`src/logic/pfm_pkg.sv`:
```
// constants and types shared by the port function multiplexer
package pfm_pkg;
   localparam int unsigned PFM_PORT_W    = 8;
   localparam int unsigned PFM_PORTD_W   = 6;
   localparam int unsigned PFM_XA_W      = 6;
   localparam int unsigned PFM_LINES_FULL = 62;
   localparam int unsigned PFM_LINES_RED  = 51;
   // bit positions inside port a
   localparam int unsigned PFM_PA_CMP_FIVE   = 3;
   localparam int unsigned PFM_PA_CMP_ONE_LO = 3;
   // bit positions inside port g and h
   localparam int unsigned PFM_PG_RW     = 7;
   localparam int unsigned PFM_PG_GP     = 6;
   localparam int unsigned PFM_PH_IO_CS   = 4;
   localparam int unsigned PFM_PH_PROG_CS = 7;
   // pins present on the reduced-pin variant
   localparam logic [7:0] PFM_PG_RED_MASK = 8'h80;
   localparam logic [7:0] PFM_PH_RED_MASK = 8'h0f;
   localparam logic [7:0] PFM_ALL_MASK    = 8'hff;
   localparam logic [7:0] PFM_RST_BYTE    = 8'h00;
   localparam logic [1:0] PFM_RST_MODE    = 2'h0;
   // operating modes as latched from the mode pins
   typedef enum logic [3:0] {
      PFM_SINGLE = 4'h1,
      PFM_EXPAND = 4'h2,
      PFM_BOOT   = 4'h4,
      PFM_TEST   = 4'h8
   } pfm_mode_e;
   localparam logic [1:0] PFM_MODE_SINGLE = 2'h1;
   localparam logic [1:0] PFM_MODE_EXPAND = 2'h3;
   localparam logic [1:0] PFM_MODE_BOOT   = 2'h0;
   localparam logic [1:0] PFM_MODE_TEST   = 2'h2;
endpackage : pfm_pkg

```
`src/logic/pfm_pin_cell.sv`:
```
// one multiplexed port pin cell, registered output
module pfm_pin_cell
   import pfm_pkg::*;
(
   input  wire logic clk_i,
   input  wire logic rst_i,
   input  wire logic present_i,
   input  wire logic sel_i,
   input  wire logic fn_out_i,
   input  wire logic fn_oe_i,
   input  wire logic gp_out_i,
   input  wire logic gp_oe_i,
   output logic      pin_o,
   output logic      pin_oe_o
);
   logic out_d, out_q, oe_d, oe_q;

   // the special function overrides gpio data and direction
   always_comb
   begin
      out_d = sel_i ? fn_out_i : gp_out_i;
      oe_d  = present_i & (sel_i ? fn_oe_i : gp_oe_i);
      if (!present_i)
      begin
         out_d = 1'b0;
      end
   end

   always_ff @(posedge clk_i or posedge rst_i)
   begin
      if (rst_i)
      begin
         out_q <= 1'b0;
         oe_q  <= 1'b0;
      end
      else
      begin
         out_q <= out_d;
         oe_q  <= oe_d;
      end
   end

   assign pin_o    = out_q;
   assign pin_oe_o = oe_q;
endmodule : pfm_pin_cell

```
`src/logic/pfm_port_mux.sv`:
```
// top of the port function multiplexer for ports a to h
module pfm_port_mux
   import pfm_pkg::*;
#(
   parameter bit REDUCED = 1'b0
)(
   input  wire logic                 clk_i,
   input  wire logic                 rst_i,
   input  wire logic [1:0]           mode_pins_i,
   // gpio register side, per port a,b,c,d,f,g,h
   input  wire logic [7:0][7:0]      gp_out_i,
   input  wire logic [7:0][7:0]      gp_oe_i,
   // function enables from control registers
   input  wire logic [7:0]           tmr_en_i,
   input  wire logic [7:0]           tmr_out_i,
   input  wire logic [7:0]           tmr_oe_i,
   input  wire logic [5:0]           ser_en_i,
   input  wire logic [5:0]           ser_out_i,
   input  wire logic [5:0]           ser_oe_i,
   input  wire logic [5:0]           xa_en_i,
   input  wire logic [5:0]           xa_i,
   input  wire logic [7:0]           ph_en_i,
   input  wire logic [7:0]           ph_fn_i,
   input  wire logic [15:0]          addr_i,
   input  wire logic [7:0]           data_out_i,
   input  wire logic                 data_oe_i,
   input  wire logic                 rd_wr_i,
   // pins
   input  wire logic [7:0][7:0]      pin_i,
   output logic      [7:0][7:0]      pin_o,
   output logic      [7:0][7:0]      pin_oe_o,
   output logic      [7:0]           analog_input_channels_o,
   output logic      [7:0]           data_in_o,
   output logic      [7:0]           pa_in_o,
   output logic      [5:0]           pd_in_o,
   output logic                      expanded_o
);
   // port index: 0 a, 1 b, 2 c, 3 d, 4 e, 5 f, 6 g, 7 h
   localparam int unsigned PA = 0, PB = 1, PC = 2, PD = 3;
   localparam int unsigned PE = 4, PF = 5, PG = 6, PH = 7;

   pfm_mode_e   mode_d, mode_q;
   logic        latched_q, latched_d;
   logic [7:0]  adc_d, adc_q, din_d, din_q, pa_d, pa_q;
   logic [5:0]  pd_d, pd_q;
   logic [7:0][7:0] sel, fn_out, fn_oe, present;
   logic        exp_mode, exp_d, exp_q;

   function automatic pfm_mode_e decode_mode(input logic [1:0] m);
      case (m)
         PFM_MODE_SINGLE: decode_mode = PFM_SINGLE;
         PFM_MODE_EXPAND: decode_mode = PFM_EXPAND;
         PFM_MODE_BOOT:   decode_mode = PFM_BOOT;
         PFM_MODE_TEST:   decode_mode = PFM_TEST;
         default:         decode_mode = PFM_SINGLE;
      endcase
   endfunction : decode_mode

   // mode caught on the first clock after reset release, not in reset
   always_comb
   begin
      latched_d = 1'b1;
      mode_d    = latched_q ? mode_q : decode_mode(mode_pins_i);
      // bus modes held in a flop so expanded_o leaves a register
      exp_d     = (mode_d == PFM_EXPAND) || (mode_d == PFM_TEST);
   end

   always_ff @(posedge clk_i or posedge rst_i)
   begin
      if (rst_i)
      begin
         latched_q <= 1'b0;
         mode_q    <= PFM_SINGLE;
         exp_q     <= 1'b0;
      end
      else
      begin
         latched_q <= latched_d;
         mode_q    <= mode_d;
         exp_q     <= exp_d;
      end
   end

   // expanded or special test; until latched, stay gpio
   assign exp_mode = exp_q;

   // selection and function values for every pin
   always_comb
   begin
      sel     = '0;
      fn_out  = '0;
      fn_oe   = '0;
      present = '0;
      for (int p = 0; p < PFM_PORT_W; p++)
      begin
         present[p] = PFM_ALL_MASK;
      end
      present[PD] = 8'h3f;
      present[PE] = 8'h00;
      if (REDUCED)
      begin
         present[PG] = PFM_PG_RED_MASK;
         present[PH] = PFM_PH_RED_MASK;
      end
      // timer functions; control enables come in low out of reset
      sel[PA]    = tmr_en_i;
      fn_out[PA] = tmr_out_i;
      fn_oe[PA]  = tmr_oe_i & 8'hf8;
      // serial pins; direction set by the serial blocks
      sel[PD]    = {2'b00, ser_en_i};
      fn_out[PD] = {2'b00, ser_out_i};
      fn_oe[PD]  = {2'b00, ser_oe_i};
      // address and data buses in expanded modes
      sel[PB]    = {8{exp_mode}};
      fn_out[PB] = addr_i[15:8];
      fn_oe[PB]  = PFM_ALL_MASK;
      sel[PF]    = {8{exp_mode}};
      fn_out[PF] = addr_i[7:0];
      fn_oe[PF]  = PFM_ALL_MASK;
      sel[PC]    = {8{exp_mode}};
      fn_out[PC] = data_out_i;
      fn_oe[PC]  = {8{data_oe_i}};
      // g7 read/write, g5-g0 extended address gated by mode
      sel[PG]    = {exp_mode, 1'b0, xa_en_i & {PFM_XA_W{exp_mode}}};
      fn_out[PG] = {rd_wr_i, 1'b0, xa_i};
      fn_oe[PG]  = 8'hbf;
      // pwm on h3-h0, chip selects on h7-h4, always outputs
      sel[PH]    = ph_en_i;
      fn_out[PH] = ph_fn_i;
      fn_oe[PH]  = PFM_ALL_MASK;
   end

   // one cell per pin; port e cells never drive
   for (genvar p = 0; p < 8; p++)
   begin : g_port
      for (genvar b = 0; b < 8; b++)
      begin : g_bit
         pfm_pin_cell u_cell (
            .clk_i    (clk_i),
            .rst_i    (rst_i),
            .present_i(present[p][b]),
            .sel_i    (sel[p][b]),
            .fn_out_i (fn_out[p][b]),
            .fn_oe_i  (fn_oe[p][b]),
            .gp_out_i (gp_out_i[p][b]),
            .gp_oe_i  (gp_oe_i[p][b]),
            .pin_o    (pin_o[p][b]),
            .pin_oe_o (pin_oe_o[p][b])
         );
      end
   end

   // registered input paths to the peripherals
   always_comb
   begin
      adc_d = pin_i[PE];
      din_d = pin_i[PC];
      pa_d  = pin_i[PA];
      pd_d  = pin_i[PD][5:0];
   end

   always_ff @(posedge clk_i or posedge rst_i)
   begin
      if (rst_i)
      begin
         adc_q <= PFM_RST_BYTE;
         din_q <= PFM_RST_BYTE;
         pa_q  <= PFM_RST_BYTE;
         pd_q  <= '0;
      end
      else
      begin
         adc_q <= adc_d;
         din_q <= din_d;
         pa_q  <= pa_d;
         pd_q  <= pd_d;
      end
   end

   assign analog_input_channels_o = adc_q;
   assign data_in_o               = din_q;
   assign pa_in_o                 = pa_q;
   assign pd_in_o                 = pd_q;
   assign expanded_o              = exp_mode;

   // checks
   property p_port_e_input;
      @(posedge clk_i) disable iff (rst_i) pin_oe_o[PE] == 8'h00;
   endproperty
   a_port_e_input: assert property (p_port_e_input) else $error("port e drove");

   property p_port_d_top;
      @(posedge clk_i) disable iff (rst_i) pin_oe_o[PD][7:6] == 2'b00;
   endproperty
   a_port_d_top: assert property (p_port_d_top) else $error("port d bit 7:6 drove");

   property p_reduced;
      @(posedge clk_i) disable iff (rst_i)
         REDUCED |-> ((pin_oe_o[PG] & ~PFM_PG_RED_MASK) == 8'h00
                      && (pin_oe_o[PH] & ~PFM_PH_RED_MASK) == 8'h00);
   endproperty
   a_reduced: assert property (p_reduced) else $error("absent pin drove");

   property p_addr_high;
      @(posedge clk_i) disable iff (rst_i)
         exp_mode |=> (pin_o[PB] == $past(addr_i[15:8]) && pin_oe_o[PB] == 8'hff);
   endproperty
   a_addr_high: assert property (p_addr_high) else $error("port b address wrong");

   property p_addr_low;
      @(posedge clk_i) disable iff (rst_i)
         exp_mode |=> pin_o[PF] == $past(addr_i[7:0]);
   endproperty
   a_addr_low: assert property (p_addr_low) else $error("port f address wrong");

   property p_gpio_b;
      @(posedge clk_i) disable iff (rst_i)
         (latched_q && !exp_mode) |=> pin_o[PB] == $past(gp_out_i[PB]);
   endproperty
   a_gpio_b: assert property (p_gpio_b) else $error("port b not gpio");

   property p_xa_gate;
      @(posedge clk_i) disable iff (rst_i)
         !exp_mode |=> pin_o[PG][5:0] == ($past(gp_out_i[PG][5:0]) & $past(present[PG][5:0]));
   endproperty
   a_xa_gate: assert property (p_xa_gate) else $error("extended address out of mode");

   property p_g6_gpio;
      @(posedge clk_i) disable iff (rst_i)
         1'b1 |=> pin_o[PG][PFM_PG_GP] ==
                  ($past(gp_out_i[PG][PFM_PG_GP]) & $past(present[PG][PFM_PG_GP]));
   endproperty
   a_g6_gpio: assert property (p_g6_gpio) else $error("g6 not gpio");

   property p_ph_fn;
      @(posedge clk_i) disable iff (rst_i)
         (ph_en_i[0] && present[PH][0]) |=> (pin_o[PH][0] == $past(ph_fn_i[0]) && pin_oe_o[PH][0]);
   endproperty
   a_ph_fn: assert property (p_ph_fn) else $error("pwm one not on h0");

   property p_adc;
      @(posedge clk_i) disable iff (rst_i) 1'b1 |=> analog_input_channels_o == $past(pin_i[PE]);
   endproperty
   a_adc: assert property (p_adc) else $error("analog channels wrong");

   property p_ser;
      @(posedge clk_i) disable iff (rst_i)
         ser_en_i[1] |=> (pin_o[PD][1] == $past(ser_out_i[1]));
   endproperty
   a_ser: assert property (p_ser) else $error("transmit not on d1");

   c_expanded: cover property (@(posedge clk_i) disable iff (rst_i) exp_mode);
   c_single:   cover property (@(posedge clk_i) disable iff (rst_i) latched_q && !exp_mode);
   c_xa:       cover property (@(posedge clk_i) disable iff (rst_i) exp_mode && xa_en_i[5]);
   c_timer:    cover property (@(posedge clk_i) disable iff (rst_i) tmr_en_i[7]);
endmodule : pfm_port_mux

```
`config.mk`:
```
export PLATFORM = sky130hd
export DESIGN_NAME = pfm_port_mux
export DESIGN_NICKNAME = d
export VERILOG_FILES = /design/src/logic/pfm_pkg.sv /design/src/logic/pfm_pin_cell.sv /design/src/logic/pfm_port_mux.sv
export SDC_FILE = /design/constraint.sdc
export NUM_CORES = 1
export LEC_CHECK = 0
export BUFFER_PORTS_ARGS = -buffer_cell sky130_fd_sc_hd__buf_2
export CAP_MARGIN = 10
export CORE_AREA = 2 2 176 178
export CTS_BUF_LIST = sky130_fd_sc_hd__clkbuf_4
export CTS_CLUSTER_SIZE = 16
export DETAILED_ROUTE_END_ITERATION = 8
export DIE_AREA = 0 0 178 180
export HOLD_SLACK_MARGIN = 0.03
export RECOVER_POWER = 100
export SLEW_MARGIN = 0
export SYNTH_ARGS = -nofsm -noshare
export SYNTH_HDL_FRONTEND = slang
export SYNTH_SLANG_ARGS = --single-unit
```
`constraint.sdc`:
```
create_clock -name clk_i -period 10.7 [get_ports clk_i]
set_input_delay 2.14 -clock clk_i [delete_from_list [all_inputs] [get_ports clk_i]]
set_output_delay 2.14 -clock clk_i [all_outputs]
set_load 0.02 [all_outputs]
```
==> impl_table.tex <==
\begin{tabular}{lr}
\hline
Metric & Value \\
\hline
\multicolumn{2}{l}{\textbf{Timing}} \\
\quad Number of setup violations in the final report & 0 \\
\quad Sum Neg Setup Slack & 0 ns \\
\quad Max-slew headroom at the worst pin & -143.8\% \\
\quad Hold Worst Slack & 0.4704 ns \\
\quad Setup repair after global routing missed its margin & no \\
\quad Final min period & 4.631 ns \\
\quad Period utilization & 43.28\% \\
\quad Clock tree skew after final layout & 0.01414 ns \\
\quad Post-route worst setup slack & 6.069 ns \\
\quad Transition time at the pin with the least slew margin & 3.637 ns \\
\quad Hold Vio Cnt, Final & 0 \\
\quad Total count of max-transition violations in the final report & 83 \\
\quad Achievable frequency & 0.2159 GHz \\
\multicolumn{2}{l}{\textbf{Power and ir drop}} \\
\quad Leakage power & 0.003303 uW \\
\quad Maximum vdd drop & 0.04131 mV \\
\quad Pwr/cell area & 151.6 nW/um2 \\
\multicolumn{2}{l}{\textbf{Cells and area}} \\
\quad Highest-count cells in the layout ignoring fill and taps & buf\_2, clkbuf\_1, dfrtp\_1 \\
\quad Leading cell type in the layout, fill and taps excluded & buf\_2 \\
\quad Area growth from synthesis to layout & 25.51\% \\
\quad Layout cell share with drive strength beyond 1 & 45.54\% \\
\quad Non-filler instance count after layout & 1104 \\
\quad Nets & 986 \\
\quad Final core utilization & 23.80\% \\
\multicolumn{2}{l}{\textbf{Synth}} \\
\quad Post-Syn Instances & 416 \\
\quad Syn avg cell area & 13.76 um2 \\
\quad Sequential share of the synthesized area & 62.97\% \\
\quad Summed instance area of the synthesized netlist & 5724 um2 \\
\quad Yosys warnings & 0 \\
\quad Number of distinct library cells after synthesis & 20 \\
\quad Number of flip-flops and latches in the synthesized netlist & 144 \\
\multicolumn{2}{l}{\textbf{Hold path}} \\
\quad Class of the tightest hold or removal check & register to register \\
\quad Start point of the worst min-delay path & mode\_q[2] \\
\multicolumn{2}{l}{\textbf{Clocking}} \\
\quad Hold buffers post-CTS & 0 \\
\quad Post-CTS setup repair buffer count & 0 \\
\quad Sinks on Clock Net & 144 \\
\quad Reg clk slew, reported paths & 0.11 ns \\
\quad CTS HTree Levels & 4 \\
\quad Post\_cts resized & 0 \\
\quad Clock buffer count from CTS & 17 \\
\quad Max Root-Sink Buffers & 2 \\
\quad CTS Root Cell & clkbuf\_4 \\
\quad Clock tree from TritonCTS & built \\
\quad Latest clock arrival within the worst-skew pair & 0.53 ns \\
\multicolumn{2}{l}{\textbf{Global route}} \\
\quad Overall global routing resource usage & 8.945\% \\
\quad Met1 routing resource usage after global routing & 8.980\% \\
\quad Number of antenna violations at the first check in global routing & 4 \\
\quad Wire length of the first global-routing pass & 20980 um \\
\quad Most used routing layer & met2 \\
\quad Met2 demand-to-capacity share in global routing & 15.89\% \\
\quad Fraction of met3 tracks used by global routing & 3.469\% \\
\quad Total global routing overflow & 0 \\
\quad Number of global-route vias before repair & 3905 \\
\quad Largest net degree at the start of global routing & 83 \\
\multicolumn{2}{l}{\textbf{Floorplanning}} \\
\quad Chip height & 180 um \\
\quad Starting Density & 18.96\% \\
\quad FP Rows & 64 \\
\quad Die Span X & 178 um \\
\quad Core area & 30190 um2 \\
\quad I/O pin count & 451 \\
\quad Total die area & 32040 um2 \\
\multicolumn{2}{l}{\textbf{Route}} \\
\quad Routed len/inst & 13.22 um \\
\quad Final routed wirelength across all metal layers & 14590 um \\
\quad Initial DRC Count & 75 \\
\quad Avg Vias per Cell & 3.396 \\
\quad Vias post-DR & 3749 \\
\quad Residual DRC count & 0 \\
\quad Antenna violation net count after detailed routing & 0 \\
\quad DR pass1 iterations & 4 \\
\multicolumn{2}{l}{\textbf{Placed design}} \\
\quad DP HPWL & 11390 um \\
\quad Post-place setup slack & 6.946 ns \\
\quad Cell count after placement & 1071 \\
\quad Count of input and output buffers & 373 \\
\quad Final estimated routing congestion in global placement & 0.7356 \\
\multicolumn{2}{l}{\textbf{Status}} \\
\quad Failing checks & max-capacitance violations, max-slew violations \\
\quad Status & finished, violations left \\
\multicolumn{2}{l}{\textbf{Setup path}} \\
\quad Peak fanout along the critical path & 82 \\
\quad Worst Setup Start Kind & input pin \\
\quad Crit end category & async pin \\
\quad Critical path origin & rst\_i \\
\quad Worst path arrival time & 5.17 ns \\
\quad CP Class & input pin to async pin \\
\quad Req. time, crit path & 11.23 ns \\
\quad Origin of the critical flop-to-flop path & expanded\_o \\
\multicolumn{2}{l}{\textbf{Job}} \\
\quad Max-Cap Viols & 1 \\
\hline
\end{tabular}
[final cells by class]
type	count	area [um2]
diodes	1	2.502
inverters	11	42.54
clock buffers	23	172.7
well taps	396	495.5
clock inverters	9	50.05
flip-flops and latches	144	3606
multi-input cells	145	1142
fillers	3320	23000
repair buffers	375	1673
[power breakdown]
part	switching, uW	internal (uW)
sequential	12.3	586
combinational	123	72.8
clock	191	104
total	327	763
[registers in the layout, summed over array words and instances (netlist names)]
register and flops:
analog_input_channels_o 8, g_port.g_bit.u_cell.pin_oe_o 54, mode_q 4, latched_q 1, g_port.g_bit.u_cell.pin_o 54, expanded_o 1, pd_in_o 6, data_in_o 8
pa_in_o 8
[routing by layer]
metal / share of wire (%) / wire length [um] / vias up
li1: - / - / 1730
met1: 36 / 5257 / 1782
met2: 51 / 7506 / 214
met3: 9.8 / 1428 / 17
met4: 2.4 / 357 / 6
met5: 0.28 / 41 / -
[metrics by stage]
| stage | total power [uW] | instance area (um2) |
|---|---|---|
| floorplan | 774.0 | 5796 |
| global placement | 819.1 | 7172 |
| detailed placement | 822.1 | 7172 |
| CTS | 1135 | 7395 |
| global route | 1163 | 7184 |
| finish | 1089 | 7184 |
[final timing paths]
| kind | end | slack (ns) | depth (start not counted) |
|---|---|---|---|
| min | expanded_o | 0.47 | 1 |
| max | expanded_o | 6.07 | 3 |
| min in group asynchronous | g_port[7].g_bit[4].u_cell.pin_o | 2.64 | 2 |
| min reg2reg | expanded_o | 0.47 | 1 |
| max in group clk_i | pin_o[49] | 7.36 | 1 |
| max reg2reg | g_port[6].g_bit[4].u_cell.pin_o | 8.95 | 3 |
[cell usage after synthesis (all sizes together)]
master,instances,area [um2]
o41ai,1,8.760
o31ai,2,15.01
nand2,11,41.29
o21ai,10,50.05
nor2b,3,18.77
nand2b,7,43.79
or2,25,156.4
buf,133,998.4
inv,11,41.29
xnor2,1,8.760
dfstp,1,26.28
conb,2,7.510
clkbuf,2,8.750
mux2,64,720.7
dfrtp,143,3578
[cell families after synthesis]
family	count (synthesis)	synth area share, %
and+or+nand+nor	46	4.546
buffers and inverters	146	18.32
other	2	0.1312
muxes	64	12.59
AOI/OAI and AO/OA	13	1.290
DFF	144	62.97
xor gates and xnor gates	1	0.1530
[worst max-delay path, cell delays in order]
cell	delay, ns
buf_2	0.10
clkinvlp_2	2.00
buf_4	0.90
Note: power is estimated with default switching activity, not from simulation.
